### config.mk
export PLATFORM = sky130hd
export DESIGN_NAME = urtc_top
export DESIGN_NICKNAME = d
export VERILOG_FILES = /design/src/pkg/urtc_pkg.sv /design/src/core/urtc_rx_shifter.sv /design/src/core/urtc_timeout.sv /design/src/core/urtc_top.sv
export SDC_FILE = /design/constraint.sdc
export NUM_CORES = 1
export LEC_CHECK = 0
export ABC_AREA = 1
export BUFFER_PORTS_ARGS = -buffer_cell sky130_fd_sc_hd__buf_2
export CAP_MARGIN = 20
export CORE_MARGIN = 1.5
export CORE_UTILIZATION = 30
export DETAILED_ROUTE_END_ITERATION = 6
export PLACE_DENSITY = 0.51
export SYNTH_ARGS = -nofsm -noshare
export SYNTH_HDL_FRONTEND = slang
export SYNTH_SLANG_ARGS = --single-unit
### constraint.sdc
create_clock -name clk -period 2 [get_ports clk]
set_clock_uncertainty 0.2 [all_clocks]
set_input_delay 0.4 -clock clk [delete_from_list [all_inputs] [get_ports clk]]
set_output_delay 0.4 -clock clk [all_outputs]
set_load 0.1 [all_outputs]
### src/pkg/urtc_pkg.sv
// package: addresses, command bits, status layout and carriers of the receiver control block
package urtc_pkg;
  // register byte addresses
  localparam logic [31:0] ADDR_CMD = 32'h4002_4000;
  localparam logic [31:0] ADDR_MODE = 32'h4002_4004;
  localparam logic [31:0] ADDR_BAUD = 32'h4002_4008;
  localparam logic [31:0] ADDR_TOV = 32'h4002_400C;
  localparam logic [31:0] ADDR_STAT = 32'h4002_4010;
  localparam logic [31:0] ADDR_MASK = 32'h4002_4014;
  localparam logic [31:0] ADDR_RXD = 32'h4002_4018;
  // command register bit positions, asynchronous layout
  localparam int CMD_RX_RST = 2;
  localparam int CMD_TX_RST = 3;
  localparam int CMD_RX_ON = 4;
  localparam int CMD_RX_OFF = 5;
  localparam int CMD_TX_ON = 6;
  localparam int CMD_TX_OFF = 7;
  localparam int CMD_CLR_STAT = 8;
  localparam int CMD_START_TO = 11;
  localparam int CMD_REARM_TO = 15;
  // command register bit positions used only in spi layout
  localparam int CMD_CS_FORCE = 18;
  localparam int CMD_CS_REL = 19;
  // status event bit positions
  localparam int ST_RXRDY = 0;
  localparam int ST_TIMEOUT = 1;
  localparam int ST_BRK = 2;
  localparam int ST_MANCHESTER_ERROR_FLAG = 3;
  localparam int ST_OVERRUN_ERROR_FLAG = 5;
  localparam int ST_FRAME = 6;
  localparam int ST_PARITY_ERROR_FLAG = 7;
  // flags wiped by the status clear command
  localparam logic [7:0] ERR_CLR_MASK = 8'hEC;
  // time-out counter width and reset values
  localparam int TO_W = 16;
  localparam logic [15:0] BAUD_RST = 16'h00AD;
  localparam logic [15:0] TOV_RST = 16'h0000;
  localparam logic [7:0] MASK_RST = 8'h00;
  // mode register layout, bit 0 is spiMode
  typedef struct packed {
    logic parityEn;
    logic single_bit_delimiter_sel;
    logic spiMode;
  } urtc_mode_t;
  localparam urtc_mode_t MODE_RST = 3'h2;
  // one received character and its errors
  typedef struct packed {
    logic charDone;
    logic [7:0] data;
    logic parityErr;
    logic frameErr;
    logic syncErr;
    logic brk;
  } urtc_rx_evt_t;
  // receiver sequencer states
  typedef enum {RX_IDLE, RX_START, RX_SYNC, RX_DATA, RX_PARITY, RX_STOP} urtc_rx_state_t;
endpackage : urtc_pkg

### src/core/urtc_rx_shifter.sv
// receiver: delimiter detection, mid-bit sampling, error flags
`timescale 1ns/1ps
module urtc_rx_shifter
  import urtc_pkg::*;
(
  input wire logic clk,
  input wire logic rst_n,
  input wire logic enable,
  input wire logic rxd,
  input wire urtc_mode_t mode,
  input wire logic [15:0] baudDiv,
  output logic bitTick,
  output urtc_rx_evt_t evt
);
  urtc_rx_state_t state_r, stateNxt; // sequencer
  logic [15:0] smpCnt_r, smpCntNxt; // clocks to next sample point
  logic [15:0] tickCnt_r, tickCntNxt; // free bit-period divider
  logic [2:0] bitIdx_r, bitIdxNxt; // data bit index
  logic [7:0] shift_r, shiftNxt; // data shifter
  logic par_r, parNxt, parErr_r, parErrNxt; // running parity, parity fault
  logic tick_r, tickNxt;
  urtc_rx_evt_t evt_r, evtNxt;
  logic smpDone;

  assign smpDone = (smpCnt_r == 16'h0000);
  assign bitTick = tick_r;
  assign evt = evt_r;

  // next state of sequencer and divider
  always_comb begin
    stateNxt = state_r;
    smpCntNxt = smpDone ? smpCnt_r : smpCnt_r - 16'h0001;
    bitIdxNxt = bitIdx_r;
    shiftNxt = shift_r;
    parNxt = par_r;
    parErrNxt = parErr_r;
    evtNxt = '0;
    evtNxt.data = evt_r.data;
    // bit-period tick runs while enabled, also on an idle line
    tickCntNxt = (tickCnt_r == 16'h0000) ? baudDiv - 16'h0001 : tickCnt_r - 16'h0001;
    tickNxt = enable && (tickCnt_r == 16'h0000) && (baudDiv != 16'h0000);
    unique case (state_r)
      RX_IDLE: begin
        if (!rxd) begin
          stateNxt = RX_START;
          smpCntNxt = baudDiv >> 1;
        end
      end
      RX_START: begin
        if (smpDone) begin
          smpCntNxt = baudDiv - 16'h0001;
          parNxt = 1'b0;
          bitIdxNxt = 3'h0;
          if (rxd) begin
            stateNxt = RX_IDLE; // glitch, not a start
          end else if (mode.single_bit_delimiter_sel) begin
            stateNxt = RX_DATA; // single low bit delimits
          end else begin
            stateNxt = RX_SYNC; // sync pattern follows
          end
        end
      end
      RX_SYNC: begin
        if (smpDone) begin
          smpCntNxt = baudDiv - 16'h0001;
          if (rxd) begin
            stateNxt = RX_DATA; // low then high is a data sync
          end else begin
            stateNxt = RX_IDLE;
            evtNxt.syncErr = 1'b1;
          end
        end
      end
      RX_DATA: begin
        if (smpDone) begin
          smpCntNxt = baudDiv - 16'h0001;
          shiftNxt = {rxd, shift_r[7:1]};
          parNxt = par_r ^ rxd;
          bitIdxNxt = bitIdx_r + 3'h1;
          if (bitIdx_r == 3'h7) begin
            stateNxt = mode.parityEn ? RX_PARITY : RX_STOP;
          end
        end
      end
      RX_PARITY: begin
        if (smpDone) begin
          smpCntNxt = baudDiv - 16'h0001;
          parErrNxt = par_r ^ rxd; // even parity
          stateNxt = RX_STOP;
        end
      end
      RX_STOP: begin
        if (smpDone) begin
          // stop bit judged at its middle, not at frame end
          evtNxt.charDone = 1'b1;
          evtNxt.data = shift_r;
          evtNxt.parityErr = parErr_r & mode.parityEn;
          evtNxt.frameErr = !rxd;
          evtNxt.brk = !rxd && (shift_r == 8'h00);
          parErrNxt = 1'b0;
          stateNxt = RX_IDLE;
        end
      end
    endcase
    // disabled or reset: drop any character in progress
    if (!enable) begin
      stateNxt = RX_IDLE;
      tickCntNxt = baudDiv;
      evtNxt = '0;
      evtNxt.data = evt_r.data;
    end
  end

  // state registers
  always_ff @(posedge clk) begin
    if (!rst_n) begin
      state_r <= RX_IDLE;
      smpCnt_r <= 16'h0000;
      tickCnt_r <= 16'h0000;
      bitIdx_r <= 3'h0;
      shift_r <= 8'h00;
      par_r <= 1'b0;
      parErr_r <= 1'b0;
      tick_r <= 1'b0;
      evt_r <= '0;
    end else begin
      state_r <= stateNxt;
      smpCnt_r <= smpCntNxt;
      tickCnt_r <= tickCntNxt;
      bitIdx_r <= bitIdxNxt;
      shift_r <= shiftNxt;
      par_r <= parNxt;
      parErr_r <= parErrNxt;
      tick_r <= tickNxt;
      evt_r <= evtNxt;
    end
  end
endmodule : urtc_rx_shifter

### src/core/urtc_timeout.sv
// receiver time-out counter in bit periods
`timescale 1ns/1ps
module urtc_timeout
  import urtc_pkg::*;
(
  input wire logic clk,
  input wire logic rst_n,
  input wire logic bitTick,
  input wire logic charDone,
  input wire logic startOnChar,
  input wire logic rearm,
  input wire logic [TO_W-1:0] toValue,
  output logic timeoutEvt,
  output logic waiting
);
  logic [TO_W-1:0] cnt_r, cntNxt; // remaining bit periods
  logic run_r, runNxt, wait_r, waitNxt, evt_r, evtNxt;

  assign timeoutEvt = evt_r;
  assign waiting = wait_r;

  // next counter state, commands first
  always_comb begin
    cntNxt = cnt_r;
    runNxt = run_r;
    waitNxt = wait_r;
    evtNxt = 1'b0;
    if (startOnChar) begin
      waitNxt = 1'b1; // clock held until a character
      runNxt = 1'b0;
      cntNxt = toValue;
    end else if (rearm) begin
      waitNxt = 1'b0; // count from the value at once
      runNxt = (toValue != '0);
      cntNxt = toValue;
    end else if (charDone && (wait_r || run_r)) begin
      waitNxt = 1'b0; // character starts or restarts the count
      runNxt = (toValue != '0);
      cntNxt = toValue;
    end else if (run_r && bitTick) begin
      if (cnt_r <= 1) begin
        evtNxt = 1'b1; // expired
        runNxt = 1'b0;
        cntNxt = '0;
      end else begin
        cntNxt = cnt_r - 1'b1;
      end
    end
  end

  // counter registers
  always_ff @(posedge clk) begin
    if (!rst_n) begin
      cnt_r <= '0;
      run_r <= 1'b0;
      wait_r <= 1'b0;
      evt_r <= 1'b0;
    end else begin
      cnt_r <= cntNxt;
      run_r <= runNxt;
      wait_r <= waitNxt;
      evt_r <= evtNxt;
    end
  end
endmodule : urtc_timeout

### src/core/urtc_top.sv
// top: wishbone registers, command decode, status and interrupt of the receiver control block
`timescale 1ns/1ps
// Function
// - start-on-char holds counter until first character
// - rearm counts down from value at once
// - stop bit sampled low flags framing error
// - framing flag set at stop-bit middle
// - status clear wipes five error flags
// - receiver on only when off bit clear
// - transmitter on only when off bit clear
// - sixteen-bit counter reaches 109 s at 600
// - delimiter select: one bit or sync pattern
// - spi mode uses its own command layout
module urtc_top
  import urtc_pkg::*;
(
  input wire logic clk,
  input wire logic rst_n,
  input wire logic [31:0] wb_adr_i,
  input wire logic [31:0] wb_dat_i,
  output logic [31:0] wb_dat_o,
  input wire logic wb_we_i,
  input wire logic [3:0] wb_sel_i,
  input wire logic wb_cyc_i,
  input wire logic wb_stb_i,
  output logic wb_ack_o,
  input wire logic rxd,
  output logic irq,
  output logic txEnable,
  output logic txReset,
  output logic spiCsForce
);
  // bus handshake state
  logic ack_r, ackNxt; // one-cycle answer
  logic [31:0] datOut_r, datOutNxt; // read data, held through ack
  logic [7:0] reported_r, reportedNxt; // bits a read will clear

  // software registers
  urtc_mode_t mode_r, modeNxt; // spi, delimiter, parity
  logic [15:0] baud_r, baudNxt; // clocks per bit
  logic [TO_W-1:0] tov_r, tovNxt; // time-out in bit periods
  logic [7:0] mask_r, maskNxt; // interrupt mask
  logic [7:0] stat_r, statNxt; // sticky events

  // control levels and pulses
  logic receiver_on_cmd_r, rxEnNxt; // receiver enabled
  logic transmitter_on_cmd_r, txEnNxt; // transmitter enabled
  logic cs_r, csNxt; // spi chip select forced
  logic rxRst_r, rxRstNxt; // receiver reset pulse
  logic txRst_r, txRstNxt; // transmitter reset pulse
  logic irq_r, irqNxt; // interrupt level

  // decoded access
  logic req; // request present
  logic wrAct; // write takes effect at this edge
  logic rdAct; // read completes at this edge
  logic [31:0] wMask; // byte-lane mask
  logic [31:0] wData; // masked write data
  logic [31:0] cmd; // command bits of this write
  logic [7:0] evtSet; // events this cycle
  logic [7:0] clrMask; // flags cleared this cycle

  // links to the two halves
  urtc_rx_evt_t rxEvt; // received character
  logic bitTick; // one bit period elapsed
  logic toEvt; // time-out expired
  logic toWaiting; // waiting for first character
  logic startTo; // start-on-char command
  logic rearmTo; // rearm command

  // byte-lane mask from the select lines
  genvar g;
  for (g = 0; g < 4; g++) begin : gLane
    assign wMask[g*8 +: 8] = {8{wb_sel_i[g]}};
  end

  // access decode
  assign req = wb_cyc_i & wb_stb_i;
  assign wrAct = req & ack_r & wb_we_i;
  assign rdAct = req & ack_r & ~wb_we_i;
  assign wData = wb_dat_i & wMask;
  assign cmd = (wrAct && wb_adr_i == ADDR_CMD) ? wData : 32'h0000_0000;

  // time-out commands exist only in the asynchronous layout
  assign startTo = cmd[CMD_START_TO] & ~mode_r.spiMode;
  assign rearmTo = cmd[CMD_REARM_TO] & ~mode_r.spiMode;

  // outputs straight from flops
  assign wb_ack_o = ack_r;
  assign wb_dat_o = datOut_r;
  assign irq = irq_r;
  assign txEnable = transmitter_on_cmd_r;
  assign txReset = txRst_r;
  assign spiCsForce = cs_r;

  // receiver half
  urtc_rx_shifter uRx (
    .clk(clk),
    .rst_n(rst_n),
    .enable(receiver_on_cmd_r & ~rxRst_r),
    .rxd(rxd),
    .mode(mode_r),
    .baudDiv(baud_r),
    .bitTick(bitTick),
    .evt(rxEvt)
  );

  // time-out counter
  urtc_timeout uTo (
    .clk(clk),
    .rst_n(rst_n),
    .bitTick(bitTick),
    .charDone(rxEvt.charDone),
    .startOnChar(startTo),
    .rearm(rearmTo),
    .toValue(tov_r),
    .timeoutEvt(toEvt),
    .waiting(toWaiting)
  );

  // bus answer and read data
  always_comb begin
    ackNxt = req & ~ack_r;
    datOutNxt = datOut_r;
    reportedNxt = reported_r;
    // capture read data in the cycle before ack
    if (req && !ack_r && !wb_we_i) begin
      reportedNxt = 8'h00;
      unique case (wb_adr_i)
        ADDR_MODE: datOutNxt = {29'h0000_0000, mode_r};
        ADDR_BAUD: datOutNxt = {16'h0000, baud_r};
        ADDR_TOV: datOutNxt = {16'h0000, tov_r};
        ADDR_STAT: begin
          datOutNxt = {13'h0000, toWaiting, transmitter_on_cmd_r, receiver_on_cmd_r, 8'h00, stat_r};
          reportedNxt = stat_r; // only shown bits are cleared
        end
        ADDR_MASK: datOutNxt = {24'h00_0000, mask_r};
        ADDR_RXD: begin
          datOutNxt = {24'h00_0000, rxEvt.data};
          reportedNxt = 8'h01; // reading data frees the holding flag
        end
        default: datOutNxt = 32'h0000_0000; // command and unmapped read zero
      endcase
    end
  end

  // writable registers, per byte lane
  always_comb begin
    modeNxt = mode_r;
    baudNxt = baud_r;
    tovNxt = tov_r;
    maskNxt = mask_r;
    if (wrAct) begin
      unique case (wb_adr_i)
        ADDR_MODE: modeNxt = (mode_r & ~wMask[2:0]) | wData[2:0];
        ADDR_BAUD: baudNxt = (baud_r & ~wMask[15:0]) | wData[15:0];
        ADDR_TOV: tovNxt = (tov_r & ~wMask[TO_W-1:0]) | wData[TO_W-1:0];
        ADDR_MASK: maskNxt = (mask_r & ~wMask[7:0]) | wData[7:0];
        default: ; // command is decoded apart, others read-only
      endcase
    end
  end

  // command register effects
  always_comb begin
    // disable wins over enable in one write
    if (cmd[CMD_RX_OFF]) begin
      rxEnNxt = 1'b0;
    end else if (cmd[CMD_RX_ON]) begin
      rxEnNxt = 1'b1;
    end else begin
      rxEnNxt = receiver_on_cmd_r;
    end
    if (cmd[CMD_TX_OFF]) begin
      txEnNxt = 1'b0;
    end else if (cmd[CMD_TX_ON]) begin
      txEnNxt = 1'b1;
    end else begin
      txEnNxt = transmitter_on_cmd_r;
    end
    // each reset returns only its own half to idle
    rxRstNxt = cmd[CMD_RX_RST];
    txRstNxt = cmd[CMD_TX_RST];
    // chip-select bits mean something only in spi layout
    if (!mode_r.spiMode) begin
      csNxt = 1'b0;
    end else if (cmd[CMD_CS_REL]) begin
      csNxt = 1'b0;
    end else if (cmd[CMD_CS_FORCE]) begin
      csNxt = 1'b1;
    end else begin
      csNxt = cs_r;
    end
  end

  // sticky status, a new event beats any clear
  always_comb begin
    evtSet = 8'h00;
    evtSet[ST_RXRDY] = rxEvt.charDone;
    evtSet[ST_TIMEOUT] = toEvt;
    evtSet[ST_BRK] = rxEvt.brk;
    evtSet[ST_MANCHESTER_ERROR_FLAG] = rxEvt.syncErr;
    evtSet[ST_OVERRUN_ERROR_FLAG] = rxEvt.charDone & stat_r[ST_RXRDY];
    evtSet[ST_FRAME] = rxEvt.frameErr;
    evtSet[ST_PARITY_ERROR_FLAG] = rxEvt.parityErr;
    clrMask = rdAct ? reported_r : 8'h00;
    // five error flags cleared together
    if (cmd[CMD_CLR_STAT]) begin
      clrMask = clrMask | ERR_CLR_MASK;
    end
    statNxt = (stat_r & ~clrMask) | evtSet;
    irqNxt = |(statNxt & maskNxt);
  end

  // all registers of the top
  always_ff @(posedge clk) begin
    if (!rst_n) begin
      ack_r <= 1'b0;
      datOut_r <= 32'h0000_0000;
      reported_r <= 8'h00;
      mode_r <= MODE_RST;
      baud_r <= BAUD_RST;
      tov_r <= TOV_RST;
      mask_r <= MASK_RST;
      stat_r <= 8'h00;
      receiver_on_cmd_r <= 1'b0;
      transmitter_on_cmd_r <= 1'b0;
      cs_r <= 1'b0;
      rxRst_r <= 1'b0;
      txRst_r <= 1'b0;
      irq_r <= 1'b0;
    end else begin
      ack_r <= ackNxt;
      datOut_r <= datOutNxt;
      reported_r <= reportedNxt;
      mode_r <= modeNxt;
      baud_r <= baudNxt;
      tov_r <= tovNxt;
      mask_r <= maskNxt;
      stat_r <= statNxt;
      receiver_on_cmd_r <= rxEnNxt;
      transmitter_on_cmd_r <= txEnNxt;
      cs_r <= csNxt;
      rxRst_r <= rxRstNxt;
      txRst_r <= txRstNxt;
      irq_r <= irqNxt;
    end
  end
endmodule : urtc_top

---- Word-level counts from Yosys, hierarchy flattened ----
Cells that the tools add are included.
word-level totals
  input bits .............................. 74
  output and inout bits ................... 37
  logic and storage cells ................. 185
  bits in registers ....................... 208
cells by class
  add/subtract/negate cells ............... 5
  equality and inequality tests ........... 20
  $lt $le $gt $ge ......................... 1
  bitwise gates (word level) .............. 33
  reduce and logical (&&, ||, !) cells .... 45
  mux-type cells .......................... 47
operators by type and width
  kind                                                                                number
  32-bit two-way mux                                                                  8
  32-bit by 31-bit == test with 1-bit output (second input constant)                  7
  32-bit case mux with 6 select lines                                                 1
  16-bit two-way mux                                                                  10
  19-bit case mux with 6 select lines                                                 1
  32-bit by 2-bit == test with 1-bit output (second input constant)                   2
  32-bit by 3-bit == test with 1-bit output (second input constant)                   2
  16-bit by 1-bit subtractor with 16-bit output (second input constant)               4
  16-bit bitwise AND                                                                  2
  32-bit by 1-bit == test with 1-bit output (second input constant)                   1
  16-bit zero test                                                                    2
  32-bit zero test                                                                    1
  8-bit two-way mux                                                                   4
  16-bit OR                                                                           2
  16-bit case mux with 2 select lines                                                 1
  16-bit nonzero test                                                                 2
  8-bit bitwise AND                                                                   3
  20-bit bitwise AND                                                                  1
  20-bit two-way mux                                                                  1
  16-bit by 1-bit less-or-equal comparator with 1-bit output (second input constant)  1
  16-bit NOT                                                                          1
  8-bit NOT                                                                           2
  8-bit OR                                                                            2
  8-bit case mux with 2 select lines                                                  1
  other kinds (32)                                                                    89

---- Depth between registers and ports, before layout ----
Gate-level depths: netlist (run 1).
  depth after elaboration ................. 11
  depth in mapped cells ................... 15
  depth with buffers taken out ............ 14

---- Hierarchy ----
A second synthesis (run 1) with hierarchy kept.
unflattened totals
  cell total of the unflattened synthesis .. 1504
  area total of the unflattened synthesis .. 9820.7 µm²
modules (own cells, without submodules)
  module           cells each  area each (µm²)  times used
  urtc_top         637         4320.4           1
  urtc_rx_shifter  659         4169.0           1
  urtc_timeout     208         1331.3           1

---- Least setup slack after synthesis (run 1) ----
No wires, ideal clock.
  kind .................................... flip-flop to flip-flop
  from .................................... register ack_r, in the netlist wb_ack_o
  to ...................................... register irq_r, in the netlist irq
  required time ........................... 1668 ps
  cell stages (with the launch flop) ...... 11
  library setup time ...................... 132 ps
  buffers on the path ..................... 1
  path slack .............................. -605 ps
  data arrival time ....................... 2273 ps
  path through ............................ dfxtp_1 nand3_1 nor2_4 inv_2 nor2_2 buf_4 nand3_1 nand3_1 nand2_1 nor2_1 a21oi_1
between the ends
  longest elaborated chain between the ends .. 10
ends and longest elaborated chain
  item                      line                            text
  start: declaration        urtc_top.sv:34                  logic ack_r, ackNxt;
  start signal: assignment  urtc_top.sv:233                 ack_r <= ackNxt;
  1-bit bitwise AND (*)     urtc_top.sv:79, urtc_top.sv:80
  1-bit bitwise AND         urtc_top.sv:79                  assign wrAct = req & ack_r & wb_we_i;
  1-bit logical AND         urtc_top.sv:82                  assign cmd = (wrAct && wb_adr_i == ADDR_CMD) ? wData : 32'h0000_0000;
  20-bit two-way mux        urtc_top.sv:82
  8-bit two-way mux         urtc_top.sv:208                 if (cmd[CMD_CLR_STAT]) begin
  8-bit NOT                 urtc_top.sv:211                 statNxt = (stat_r & ~clrMask) | evtSet;
  8-bit bitwise AND         urtc_top.sv:211
  8-bit OR                  urtc_top.sv:211
  8-bit bitwise AND (*)     urtc_top.sv:212                 irqNxt = |(statNxt & maskNxt);
  8-bit OR reduction (*)    urtc_top.sv:212
  end signal: assignment    urtc_top.sv:246                 irq_r <= irqNxt;
  end: declaration          urtc_top.sv:51                  logic irq_r, irqNxt;
Mark *: on every way between the ends. The rest lies on a longest branch, timed or not.
A chain may end at the register's enable or synchronous reset.

---- Worst setup path after layout (run 1) ----
  from .................................... register uRx.smpCnt_r[1]
  to ...................................... register uRx.state_r[1]
between the ends
  longest elaborated chain between the ends .. 3
ends and longest elaborated chain
  item                                                line                    text
  start: declaration                                  urtc_rx_shifter.sv:16   logic [15:0] smpCnt_r, smpCntNxt;
  start signal: assignment                            urtc_rx_shifter.sv:128  smpCnt_r <= smpCntNxt;
  16-bit zero test (*)                                urtc_rx_shifter.sv:25   assign smpDone = (smpCnt_r == 16'h0000);
  2-bit by 1-bit != test with 1-bit output (no line)  n/a
  7-bit AND reduction (no line) (*)                   n/a
  end signal: assignment                              urtc_rx_shifter.sv:127  state_r <= stateNxt;
  end: declaration                                    urtc_rx_shifter.sv:15   urtc_rx_state_t state_r, stateNxt;
Marked as above.

==> results of run 1 <==
## stage by stage
stage	utilization	setup TNS, ns	setup slack [ns]	cell area (um^2)
6_report	0.421	-0.0255	-0.0149	12900
5_1_grt	0.421	-2.50	-0.107	12900
4_1_cts	0.394	0	0.00190	12100
3_5_place_dp	0.372	-28.12	-0.456	11400
3_3_place_gp	0.372	-24.06	-0.477	11400
2_1_floorplan	-	0	0.0283	9480
## worst min-delay path, cell delays in order
cell and delay, ns:
sky130_fd_sc_hd__buf_2 0.10, sky130_fd_sc_hd__nand3_1 0.07, sky130_fd_sc_hd__a21oi_1 0.06
## power by group through the flow
stage,clock [uW],sequential [uW],combinational [uW]
2_1_floorplan,0,3440,508
3_3_place_gp,0,3430,851
3_5_place_dp,0,3430,858
4_1_cts,3320,3360,877
5_1_grt,3450,3360,1050
6_report,3260,3360,974
## metal layers
layer | vias to the layer above | part of all wire
li1 | 5081 | -
met1 | 4568 | 0.46
met2 | 225 | 0.48
met3 | 34 | 0.043
met4 | 2 | 0.016
met5 | - | 0.00031
## cell usage in the layout, fill, tap and decap left out, types with 5 or more instances in the layout
cell | netlist | layout
sky130_fd_sc_hd__o211ai_1 | 10 | 10
sky130_fd_sc_hd__nor3_2 | 4 | 14
sky130_fd_sc_hd__o22ai_1 | 10 | 10
sky130_fd_sc_hd__nand2_1 | 277 | 257
sky130_fd_sc_hd__nor3_4 | 1 | 5
sky130_fd_sc_hd__o21ai_2 | 10 | 21
sky130_fd_sc_hd__nor2_2 | 14 | 29
sky130_fd_sc_hd__nand4_1 | 10 | 10
sky130_fd_sc_hd__nand3_1 | 123 | 106
sky130_fd_sc_hd__nand3_2 | 3 | 14
sky130_fd_sc_hd__buf_2 | 10 | 82
sky130_fd_sc_hd__a211oi_2 | 0 | 7
sky130_fd_sc_hd__nand2_4 | 2 | 7
sky130_fd_sc_hd__buf_12 | 2 | 9
sky130_fd_sc_hd__inv_1 | 165 | 153
sky130_fd_sc_hd__buf_4 | 19 | 155
sky130_fd_sc_hd__nand2_2 | 2 | 15
sky130_fd_sc_hd__a21boi_0 | 7 | 6
sky130_fd_sc_hd__ha_1 | 11 | 7
sky130_fd_sc_hd__inv_6 | 0 | 5
sky130_fd_sc_hd__nor4_1 | 10 | 10
sky130_fd_sc_hd__dfxtp_1 | 166 | 161
sky130_fd_sc_hd__nor2_1 | 178 | 149
sky130_fd_sc_hd__nor2_4 | 5 | 21
sky130_fd_sc_hd__conb_1 | 1 | 13
sky130_fd_sc_hd__xnor2_1 | 5 | 5
sky130_fd_sc_hd__clkbuf_16 | 0 | 20
sky130_fd_sc_hd__xor2_1 | 33 | 33
sky130_fd_sc_hd__a21oi_1 | 115 | 107
sky130_fd_sc_hd__o21ai_0 | 86 | 63
sky130_fd_sc_hd__nand3_4 | 1 | 7
sky130_fd_sc_hd__inv_8 | 0 | 5
sky130_fd_sc_hd__nor3_1 | 37 | 23
sky130_fd_sc_hd__buf_6 | 1 | 18
sky130_fd_sc_hd__a21oi_2 | 9 | 17
sky130_fd_sc_hd__inv_2 | 6 | 13
sky130_fd_sc_hd__o21ai_1 | 1 | 13
sky130_fd_sc_hd__a31oi_1 | 5 | 5
## kinds of logic (layout without fill, tap and decap cells)
logic type,count (synthesis),after routing,share of synthesized area
AOI/OAI and AO/OA,279,279,0.170
xor gates and xnor gates,38,38,0.0353
adders and majority gates,11,11,0.0146
buffers and inverters,232,473,0.106
DFF,166,166,0.353
other,1,13,0.000398
and+or+nand+nor,679,681,0.321
## layout make-up
type / count / area, um^2
Sequential cell: 166 / 3330
Tap cell: 396 / 495
Clock buffer: 18 / 439
Clock inverter: 14 / 131
Fill cell: 3200 / 17800
Multi-Input combinational cell: 1022 / 5820
Inverter: 172 / 664
Timing Repair Buffer: 269 / 2060
## how the worst max path moves through the flow
stage                         start               end  slack, ns  cells past startpoint
finish              uRx.smpCnt_r[1]    uRx.state_r[1]      -0.01                     11
global route        uRx.smpCnt_r[1]   uRx.smpCnt_r[4]      -0.11                     11
CTS                        register  uRx.smpCnt_r[14]      0.002                     10
detailed placement      wb_adr_i[7]          register      -0.46                     11
global placement        wb_adr_i[7]          register      -0.48                     11
floorplan               wb_adr_i[7]      uTo.cnt_r[7]       0.03                     11
## synthesized netlist by cell type, drive strengths merged, types with 11 or more instances
cell	count
nor4	11
a211oi	11
xor2	33
dfxtp	166
ha	11
nand3	127
inv	171
clkbuf	26
buf	34
nand4	11
a21oi	124
o21ai	97
nor2	198
nand2	281
nor3	42
## what timing repair did
| action | CTS | global route |
|---|---|---|
| buffers inserted | 2 | 12 |
| endpoints found under the setup margin | 45 | 98 |
| resized for setup | 15 | 205 |
| endpoints found under the hold margin | 0 | 0 |
| pin swaps | 6 | 60 |
| gates cloned | 1 | 4 |
==> impl_table.tex, run 1 <==
\begin{tabular}{lr}
\hline
Metric & Value \\
\hline
\multicolumn{2}{l}{\textbf{Timing}} \\
Shortest clock period the worst path allows after layout & $\sim$2.0 ns \\
Number of hold violations in the final report & 0 \\
Hold\_ws & between 0.03 and 0.04 ns \\
Max Slew Vio Count & 0 \\
Highest Clock Rate & approximately 500 MHz \\
Final worst path period share & 1.01 \\
Setup-failing EPs final & 2 \\
Final worst setup slack & -0.0149 ns \\
RSZ-0062 raised after global routing & yes \\
\multicolumn{2}{l}{\textbf{Logic synthesis}} \\
Most area-consuming cells after synthesis & sky130\_fd\_sc\_hd\_\_dfxtp\_1 (35\%), sky130\_fd\_sc\_hd\_\_nand2\_1 (11\%), sky130\_fd\_sc\_hd\_\_nor2\_1 (7.1\%) \\
Cell type with the largest total area after synthesis & sky130\_fd\_sc\_hd\_\_dfxtp\_1 \\
Cell count after synthesis & $\sim$1,400 \\
Most used flip-flop cell after synthesis & sky130\_fd\_sc\_hd\_\_dfxtp\_1 \\
Post-synthesis instance area & $\sim$0.0094 mm\^{}2 \\
Number of distinct library cells after synthesis & 56 \\
Average cell area after synthesis & 6.70 um\^{}2 \\
Number of synthesized register bits & around 170 \\
Post-synth EDFFs & 0 \\
Asr flop ratio synth & 0 \\
Sequential-to-total area share from yosys stat & 0.353 \\
Yosys warnings & 0 \\
Share of Yosys cell area claimed by the top area cell type & 0.353 \\
\multicolumn{2}{l}{\textbf{Clock network}} \\
H-tree Lvls & 4 \\
Number of hold buffers added after cts & 0 \\
CTS Sinks & between 150 and 200 \\
Maximum number of buffers from clock root to sink & 2 \\
Clock root cell & sky130\_fd\_sc\_hd\_\_clkbuf\_16 \\
Number of clock buffers inserted by TritonCTS & 17 \\
Clock Latency Late Sink & 0.43 ns \\
TritonCTS clock tree & done \\
Clk slew on worst S/H paths & 0.07 ns \\
\multicolumn{2}{l}{\textbf{Job}} \\
\# Max-Cap Violations & 0 \\
\multicolumn{2}{l}{\textbf{Power and ir drop}} \\
Combinational group share of total power & 0.128 \\
Switching power summed over all nets & around 2200 uW \\
Sequential fraction of design power & 0.443 \\
Power Total & 7600 uW \\
Ratio of total power to cell area & roughly 590 mW/mm\^{}2 \\
Cell-internal power & 5380 uW \\
Fraction of power consumed by the clock network & 0.429 \\
Leak Pwr & roughly 0.0058 uW \\
Worst voltage drop across the vdd grid & between 500 and 600 uV \\
Switching power as a share of total power & 0.291 \\
\multicolumn{2}{l}{\textbf{Detailed routing}} \\
Routed Wire Length & 32.5 mm \\
Number of DRC violations after detailed-routing iteration 0 & 753 \\
Via count of the routed design & slightly below 10,000 \\
Residual antenna-violating net count after detailed routing & 0 \\
Post-route DRC violation count & 7 \\
Router iterations before antenna repair & 7 \\
Routed wire length per instance & between 15 and 20 um \\
Mean number of vias per cell & a little under 5 \\
\multicolumn{2}{l}{\textbf{Placed design}} \\
Final GP Congestion & between 0.9 and 1 \\
Cell count after placement & 2,007 \\
Number of port buffers & $\sim$80 \\
HPWL Detailed & roughly 24 mm \\
\multicolumn{2}{l}{\textbf{Global route}} \\
Global router's overall resource usage & 0.194 \\
Global-route wire length before repair & about 50 mm \\
Vias in the first global route & 9,395 \\
Pin count of the biggest net entering global routing & 59 \\
Initial antenna violation count & 1 \\
Global routing usage on met1 & 0.258 \\
Busiest metal layer after global routing & met2 \\
Grt met3 use & 0.0303 \\
Gr ovfl total & 0 \\
Fraction of met2 tracks used by global routing & 0.329 \\
\multicolumn{2}{l}{\textbf{Worst setup path}} \\
CP Data Arrival Time & between 2 and 2.5 ns \\
Max stage delay on crit path & around 0.33 ns \\
Number of cells on the worst reg-to-reg path & 11 \\
Maximum net fanout on the critical path & 7 \\
Reg-to-reg startpoint & uRx.smpCnt\_r[1] \\
CP required & $\sim$2.1 ns \\
Delay-heaviest family, CP & simple AND/OR/NAND/NOR gates \\
Buffers plus inverters on the worst setup path & 4 \\
Cells traversed along the worst timing path & inv\_2 > ha\_4 > inv\_4 > nor3\_4 > nand3\_4 > buf\_4 > o31ai\_1 > inv\_1 > nor2\_4 > nor2\_1 > a211oi\_1 \\
Endpoint type of the worst setup path & register \\
Kind of start point of the critical path & register \\
R2R Path End & uRx.state\_r[1] \\
Setup slack on the worst flop-to-flop path & -0.01 ns \\
Slowest stage cell, crit path & sky130\_fd\_sc\_hd\_\_dfxtp\_2 \\
Critical setup path kind & reg -> reg \\
\multicolumn{2}{l}{\textbf{Floorplan}} \\
Num rows & 64 \\
Standard cell core area & about 0.03 mm\^{}2 \\
Die X & about 180 um \\
\# IOs & 111 \\
Vertical die dimension & $\sim$180 um \\
Die Footprint & 0.0325 mm\^{}2 \\
Initial Utilization & 0.307 \\
\multicolumn{2}{l}{\textbf{Worst hold path}} \\
Hold Path End & spiCsForce \\
Min-Delay Path Depth & 3 \\
Startpoint of the most critical hold path & wb\_dat\_i[18] \\
Class of the tightest hold or removal check & in -> reg \\
\multicolumn{2}{l}{\textbf{Final layout}} \\
Area overhead of the layout relative to synthesis & 37.3\% \\
Total inserted antenna cells & 0 \\
Net count, final & around 1,700 \\
Fraction of layout instances using a drive strength above 1 & 0.299 \\
Final std cells w/o fill & roughly 2,100 \\
\multicolumn{2}{l}{\textbf{Run status}} \\
Failing checks & DRC, setup timing \\
Result of the run & finished, violations left \\
\hline
\end{tabular}
Note: power is estimated with default switching activity, not from simulation.
==> run 2: changes to the inputs <==
--- a/config.mk
+++ b/config.mk
@@ -8,10 +8,13 @@
 export ABC_AREA = 1
 export BUFFER_PORTS_ARGS = -buffer_cell sky130_fd_sc_hd__buf_2
 export CAP_MARGIN = 20
+export CELL_PAD_IN_SITES_DETAIL_PLACEMENT = 1
+export CELL_PAD_IN_SITES_GLOBAL_PLACEMENT = 1
+export CORE_ASPECT_RATIO = 0.8
 export CORE_MARGIN = 1.5
 export CORE_UTILIZATION = 30
 export DETAILED_ROUTE_END_ITERATION = 6
-export PLACE_DENSITY = 0.51
+export PLACE_DENSITY = 0.64
 export SYNTH_ARGS = -nofsm -noshare
 export SYNTH_HDL_FRONTEND = slang
 export SYNTH_SLANG_ARGS = --single-unit
==> constraint.sdc (replaced) <==
create_clock -name clk -period 2.2 [get_ports clk]
set_clock_uncertainty 0.2 [all_clocks]
set_input_delay 0.44 -clock clk [delete_from_list [all_inputs] [get_ports clk]]
set_output_delay 0.44 -clock clk [all_outputs]
set_load 0.1 [all_outputs]
==> run 2 against run 1 <==
Net effect: the flow now finishes without violations; combinational power fell by 24%; hold slack improved by 0.028 ns; non-clock buffer count fell by 52; utilization fell by 3.2 points; critical path depth did not move; total power fell by 8.5%; sequential power fell by 8.9%; global-route usage rose by 2.3 points; clock power fell by 3%; die area barely moved; largest power group is now clock; highest routed layer is now met4.
==> impl_table.tex, run 2 (synthesis gave the netlist of run 1 again) <==
\begin{tabular}{lr}
\hline
Metric & Value \\
\hline
\multicolumn{2}{l}{\textbf{Final layout}} \\
Post-route cell area & 0.0119 mm\^{}2 (-7.9\%) \\
FILL cells & 3,947 (+23\%) \\
Area overhead of the layout relative to synthesis & 26.4\% \\
Commonest cells after routing, fill and taps aside & sky130\_fd\_sc\_hd\_\_nand2\_1 (276), sky130\_fd\_sc\_hd\_\_nor2\_1 (171), sky130\_fd\_sc\_hd\_\_dfxtp\_1 (163), sky130\_fd\_sc\_hd\_\_inv\_1 (160), sky130\_fd\_sc\_hd\_\_buf\_4 (123) \\
Net count, final & 1,679 (-3.1\%) \\
Total inserted antenna cells & 0 (unchanged) \\
Share of the core filled with cells in the final layout & 0.389 (-0.0323) \\
Fraction of layout instances using a drive strength above 1 & 0.212 (-0.0870) \\
Final std cells w/o fill & 2,020 (-1.8\%) \\
Most common library cell in the layout ignoring fill and taps & sky130\_fd\_sc\_hd\_\_nand2\_1 \\
\multicolumn{2}{l}{\textbf{Global route}} \\
Global-route wire length before repair & 55.0 mm (+9.7\%) \\
Vias in the first global route & 9,862 (+5.0\%) \\
Initial antenna violation count & 0 (-1) \\
Pin count of the biggest net entering global routing & 76 (+29\%) \\
Global router's overall resource usage & 0.217 (+0.0228) \\
Gr ovfl total & 0 (unchanged) \\
\multicolumn{2}{l}{\textbf{Worst setup path}} \\
Maximum net fanout on the critical path & 10 (+3) \\
Endpoint type of the worst setup path & register \\
CP required & 2.32 ns (+0.18 ns) \\
Kind of start point of the critical path & register \\
Critical setup path kind & reg -> reg \\
CP Data Arrival Time & 2.22 ns (+0.07 ns) \\
\multicolumn{2}{l}{\textbf{Timing}} \\
Hold\_ws & 0.0625 ns (+0.0278 ns) \\
Highest Clock Rate & 478 MHz (-3.8\%) \\
Worst relative slew slack & 0.658 \\
Number of hold violations in the final report & 0 (unchanged) \\
Final worst path period share & 0.952 (-0.0556) \\
Setup-failing EPs final & 0 (-2) \\
Shortest clock period the worst path allows after layout & 2.09 ns (+0.0792 ns) \\
Max Slew Vio Count & 0 (unchanged) \\
Transition at the pin with the smallest max-transition slack & around 0.52 ns \\
\multicolumn{2}{l}{\textbf{Floorplan}} \\
Initial Utilization & 0.307 (+0.000825) \\
Die Footprint & 0.0325 mm\^{}2 (about the same) \\
Vertical die dimension & 162 um (-10\%) \\
Standard cell core area & 0.0307 mm\^{}2 (-0.27\%) \\
Die X & 201 um (+12\%) \\
Num rows & 57 (-11\%) \\
\# IOs & 111 (unchanged) \\
\multicolumn{2}{l}{\textbf{Placed design}} \\
Number of port buffers & 82 (unchanged) \\
Placed cell area & 0.0112 mm\^{}2 (-2.4\%) \\
Final GP Congestion & 0.877 (-5.8\%) \\
HPWL Detailed & 26.8 mm (+10\%) \\
Cell count after placement & 1,985 (-1.1\%) \\
\multicolumn{2}{l}{\textbf{Detailed routing}} \\
Number of DRC violations after detailed-routing iteration 0 & 474 (-37\%) \\
Router iterations before antenna repair & 4 (-3) \\
Via count of the routed design & 9,880 (-0.30\%) \\
Routed wire length per instance & 17.2 um (+9.2\%) \\
Residual antenna-violating net count after detailed routing & 0 (unchanged) \\
Routed Wire Length & 34.8 mm (+7.3\%) \\
Post-route DRC violation count & 0 (-7) \\
Mean number of vias per cell & 4.89 (+1.5\%) \\
\multicolumn{2}{l}{\textbf{Run status}} \\
Result of the run & complete, no violations \\
\multicolumn{2}{l}{\textbf{Clock network}} \\
Maximum number of buffers from clock root to sink & 2 (unchanged) \\
Clk slew on worst S/H paths & 0.07 ns (about the same) \\
CTS Sinks & 166 (unchanged) \\
H-tree Lvls & 4 (unchanged) \\
Number of clock buffers inserted by TritonCTS & 17 (unchanged) \\
Clock Latency Late Sink & 0.45 ns (+0.02 ns) \\
Clock root cell & sky130\_fd\_sc\_hd\_\_clkbuf\_16 \\
TritonCTS clock tree & done \\
\multicolumn{2}{l}{\textbf{Job}} \\
\# Max-Cap Violations & 0 (unchanged) \\
\multicolumn{2}{l}{\textbf{Power and ir drop}} \\
Ratio of total power to cell area & 583 mW/mm\^{}2 (-0.69\%) \\
Worst voltage drop across the vdd grid & 544 uV (+1.3\%) \\
Leak Pwr & 0.00540 uW (-6.3\%) \\
\multicolumn{2}{l}{\textbf{Worst hold path}} \\
Class of the tightest hold or removal check & in -> reg \\
\hline
\end{tabular}
## run 2: changes by cell type in the layout (fill, tap and decap cells not counted), sizes merged
cell,delta
clkinv,+2
inv,-8
buf,-49
clkinvlp,+1
nor2,-2
bufinv,+2
## run 2: path summary, 6_finish.rpt
check / from / to / slack, ns / cells after the start
setup / recovery: uRx.smpCnt_r[1] / uRx.smpCnt_r[10] / 0.11 / 11
hold / removal: wb_dat_i[18] / spiCsForce / 0.06 / 3
setup reg to reg: uRx.smpCnt_r[1] / uRx.smpCnt_r[10] / 0.11 / 11
hold reg to reg: spiCsForce / spiCsForce / 0.26 / 2
## run 2: through the flow
step | setup TNS (ns) | total power [uW] | worst slack (ns)
floorplan | 0 | 3590 | 0.185
global placement | -5.69 | 3820 | -0.203
detailed placement | -8.21 | 3840 | -0.247
CTS | 0 | 6990 | 0.0257
global route | -0.0811 | 7200 | -0.0248
finish | 0 | 6950 | 0.106
## run 2: what timing repair did
action                                  4_1_cts  5_1_grt
endpoints found under the setup margin       11       69
hold buffers                                  0        0
setup buffers                                 0        3
resized for setup                             6       33
pin swaps                                     1        5
## run 2: critical path, cell delays in order (launching register included)
cell                      delay, ns
sky130_fd_sc_hd__dfxtp_1       0.34
sky130_fd_sc_hd__inv_1         0.08
sky130_fd_sc_hd__ha_1          0.15
sky130_fd_sc_hd__inv_1         0.09
sky130_fd_sc_hd__nor3_4        0.16
sky130_fd_sc_hd__nand3_4       0.17
sky130_fd_sc_hd__buf_6         0.19
sky130_fd_sc_hd__nand2_1       0.12
sky130_fd_sc_hd__nor2_1        0.09
sky130_fd_sc_hd__or2_2         0.27
sky130_fd_sc_hd__nand3_1       0.07
sky130_fd_sc_hd__a21oi_1       0.06
## run 2: power breakdown
part           total [uW]  internal, uW  switching, uW
registers            3060          3040           24.0
logic                 736           231            505
clock network        3150          1770           1380
total                6950          5030           1910
## run 2: layout make-up
cell class / instances / area (um^2) / area share
repair buffers: 217 / 1560 / 0.131
clock buffers: 21 / 470 / 0.0395
flip-flops and latches: 166 / 3330 / 0.279
clock inverters: 11 / 125 / 0.0105
inverters: 172 / 647 / 0.0543
multi-input cells: 1020 / 5270 / 0.442
well taps: 413 / 517 / 0.0434
## run 2: per-layer routing
| layer | routed length (um) | part of all wire | vias to the layer above | track usage |
|---|---|---|---|---|
| met3 | 1120 | 0.032 | 22 | 0.0313 |
| met1 | 18100 | 0.52 | 4773 | 0.315 |
| met5 | 0 | 0 | - | 0 |
| met4 | 268 | 0.0077 | 0 | 0.0407 |
| li1 | - | - | 4957 | - |
| met2 | 15400 | 0.44 | 128 | 0.342 |
==> run 3: changes to the inputs <==
--- a/config.mk
+++ b/config.mk
@@ -12,9 +12,9 @@
 export CELL_PAD_IN_SITES_GLOBAL_PLACEMENT = 1
 export CORE_ASPECT_RATIO = 0.8
 export CORE_MARGIN = 1.5
-export CORE_UTILIZATION = 30
+export CORE_UTILIZATION = 42
 export DETAILED_ROUTE_END_ITERATION = 6
-export PLACE_DENSITY = 0.64
+export PLACE_DENSITY = 0.83
 export SYNTH_ARGS = -nofsm -noshare
 export SYNTH_HDL_FRONTEND = slang
 export SYNTH_SLANG_ARGS = --single-unit
==> run 3 against run 2 <==
Net effect: hold slack better by 0.023 ns; flip-flop and latch count stayed put; sequential power hardly changed; cell area is 3.2% lower; wire length is 1.2% higher; global-route usage is 8.7 points higher; non-clock buffer count is 29 lower; clock power is 2% lower; total power is 0.62% lower.
==> impl_table.tex, run 3 (synthesis gave the netlist of run 1 again) <==
\begin{tabular}{lr}
\hline
Metric & Value \\
\hline
\multicolumn{2}{l}{\textbf{Run status}} \\
Result of the run & complete, no violations \\
\multicolumn{2}{l}{\textbf{Placed design}} \\
Placed cell area & 0.0108 mm\^{}2 (-3.6\%) \\
Final GP Congestion & 0.898 (+2.4\%) \\
HPWL Detailed & 25.3 mm (-5.8\%) \\
Number of port buffers & 82 (unchanged) \\
\multicolumn{2}{l}{\textbf{Floorplan}} \\
\# IOs & 111 (unchanged) \\
Num rows & 48 (-16\%) \\
Vertical die dimension & 137 um (-15\%) \\
Initial Utilization & 0.432 (+0.125) \\
Die Footprint & 0.0234 mm\^{}2 (-28\%) \\
Standard cell core area & 0.0218 mm\^{}2 (-29\%) \\
Die X & 170 um (-15\%) \\
\multicolumn{2}{l}{\textbf{Job}} \\
\# Max-Cap Violations & 0 (unchanged) \\
\multicolumn{2}{l}{\textbf{Clock network}} \\
H-tree Lvls & 4 (unchanged) \\
Number of clock buffers inserted by TritonCTS & 17 (unchanged) \\
Number of hold buffers added after cts & 0 (unchanged) \\
CTS Sinks & 166 (unchanged) \\
Clk slew on worst S/H paths & 0.07 ns (about the same) \\
TritonCTS clock tree & done \\
Maximum number of buffers from clock root to sink & 2 (unchanged) \\
Clock Latency Late Sink & 0.44 ns (about the same) \\
Clock root cell & sky130\_fd\_sc\_hd\_\_clkbuf\_16 \\
\multicolumn{2}{l}{\textbf{Power and ir drop}} \\
Leak Pwr & 0.00525 uW (-2.9\%) \\
Worst voltage drop across the vdd grid & 442 uV (-19\%) \\
Ratio of total power to cell area & 598 mW/mm\^{}2 (+2.6\%) \\
\multicolumn{2}{l}{\textbf{Timing}} \\
Final worst path period share & 0.993 (+0.0412) \\
Hold\_ws & 0.0856 ns (+0.0231 ns) \\
Shortest clock period the worst path allows after layout & 2.18 ns (+0.0907 ns) \\
Max Slew Vio Count & 0 (unchanged) \\
Highest Clock Rate & 458 MHz (-4.2\%) \\
Setup-failing EPs final & 0 (unchanged) \\
Worst relative slew slack & 0.570 (-0.0878) \\
Transition at the pin with the smallest max-transition slack & 0.643 ns (+0.126 ns) \\
Number of hold violations in the final report & 0 (unchanged) \\
\multicolumn{2}{l}{\textbf{Final layout}} \\
Area overhead of the layout relative to synthesis & 22.4\% \\
Share of the core filled with cells in the final layout & 0.529 (+0.141) \\
Post-route cell area & 0.0115 mm\^{}2 (-3.2\%) \\
FILL cells & 2,894 (-27\%) \\
Net count, final & 1,651 (-1.7\%) \\
Commonest cells after routing, fill and taps aside & sky130\_fd\_sc\_hd\_\_nand2\_1 (275), sky130\_fd\_sc\_hd\_\_nor2\_1 (168), sky130\_fd\_sc\_hd\_\_dfxtp\_1 (164), sky130\_fd\_sc\_hd\_\_inv\_1 (160), sky130\_fd\_sc\_hd\_\_nand3\_1 (120) \\
Most common library cell in the layout ignoring fill and taps & sky130\_fd\_sc\_hd\_\_nand2\_1 \\
Fraction of layout instances using a drive strength above 1 & 0.200 (-0.0121) \\
Total inserted antenna cells & 0 (unchanged) \\
\multicolumn{2}{l}{\textbf{Global route}} \\
Pin count of the biggest net entering global routing & 85 (+12\%) \\
Global-route wire length before repair & 55.0 mm (-0.15\%) \\
Gr ovfl total & 0 (unchanged) \\
Initial antenna violation count & 0 (unchanged) \\
Global router's overall resource usage & 0.304 (+0.0874) \\
Vias in the first global route & 10,410 (+5.6\%) \\
\multicolumn{2}{l}{\textbf{Detailed routing}} \\
Number of DRC violations after detailed-routing iteration 0 & 684 (+44\%) \\
Routed wire length per instance & 18.7 um (+8.8\%) \\
Post-route DRC violation count & 0 (unchanged) \\
Mean number of vias per cell & 5.52 (+13\%) \\
Via count of the routed design & 10,367 (+4.9\%) \\
Residual antenna-violating net count after detailed routing & 0 (unchanged) \\
Routed Wire Length & 35.2 mm (+1.2\%) \\
Router iterations before antenna repair & 5 (+1) \\
\multicolumn{2}{l}{\textbf{Worst setup path}} \\
CP required & 2.31 ns (about the same) \\
Critical setup path kind & reg -> reg \\
Buffers plus inverters on the worst setup path & 2 (-1) \\
Slowest stage cell, crit path & sky130\_fd\_sc\_hd\_\_nor3\_1 \\
Maximum net fanout on the critical path & 4 (-6) \\
Endpoint type of the worst setup path & register \\
CP Data Arrival Time & 2.30 ns (+0.08 ns) \\
Kind of start point of the critical path & register \\
Max stage delay on crit path & 0.39 ns (+0.05 ns) \\
Cells traversed along the worst timing path & inv\_2 > ha\_2 > nand3\_1 > buf\_4 > nor3\_1 > xor2\_1 > a22oi\_1 > a21oi\_1 \\
Delay-heaviest family, CP & simple AND/OR/NAND/NOR gates \\
\multicolumn{2}{l}{\textbf{Worst hold path}} \\
Startpoint of the most critical hold path & wb\_dat\_i[18] \\
Class of the tightest hold or removal check & in -> reg \\
\hline
\end{tabular}
==> run 3: cell count changes in the layout (fill, tap and decap cells not counted), moves of 3 or more <==
cell                     before  now
sky130_fd_sc_hd__nor2_2      16   19
sky130_fd_sc_hd__buf_4      123   98
sky130_fd_sc_hd__inv_6        0    4
sky130_fd_sc_hd__nor2_1     171  168
sky130_fd_sc_hd__buf_12      10    7
==> run 3: layout make-up <==
class | count | area [um^2] | area share
Clock inverter | 11 | 111 | 0.00965
Multi-Input combinational cell | 1021 | 5310 | 0.460
Clock buffer | 21 | 470 | 0.0408
Tap cell | 300 | 375 | 0.0325
Inverter | 172 | 647 | 0.0560
Timing Repair Buffer | 188 | 1300 | 0.112
Sequential cell | 166 | 3330 | 0.288
==> run 3: power breakdown <==
group,total (uW),internal (uW),switching [uW]
Sequential,3060,3040,28.4
Clock,3080,1670,1410
Combinational,758,243,515
Total,6900,4950,1950
==> run 3: worst min-delay path, delay by kind of cell <==
family	cells	cell delay, ns
AOI/OAI and AO/OA	1	0.06
buffers and inverters	1	0.10
and+or+nand+nor	1	0.08
==> run 3: worst paths after layout <==
path | endpoint | slack, ns | depth (start not counted)
max | uRx.smpCnt_r[10] | 0.02 | 8
min reg2reg | wb_dat_o[8] | 0.26 | 2
min | spiCsForce | 0.09 | 3
max reg2reg | uRx.smpCnt_r[10] | 0.02 | 8
==> run 3: repair_timing <==
action                                  4_1_cts  5_1_grt
gates cloned                                  0        1
endpoints found under the setup margin       14       51
pin swaps                                     1        9
setup buffers                                 2        3
resized for setup                             4       38
==> run 3: metrics by stage <==
stage	power (uW)	setup slack, ns	setup TNS, ns	cells
2_1_floorplan	3590	0.185	0	1418
3_3_place_gp	3800	-0.104	-2.43	1841
3_5_place_dp	3820	-0.170	-6.12	1841
4_1_cts	6860	0.0335	0	1875
5_1_grt	7100	-0.0189	-0.0518	1879
6_report	6900	0.0153	0	1879
==> run 3: routing by layer <==
layer | part of all wire | global-route usage | vias to the layer above
li1 | - | - | 4898
met1 | 0.45 | 0.397 | 5112
met2 | 0.47 | 0.517 | 304
met3 | 0.054 | 0.0529 | 53
met4 | 0.020 | 0.0880 | 0
met5 | 0 | 0 | -
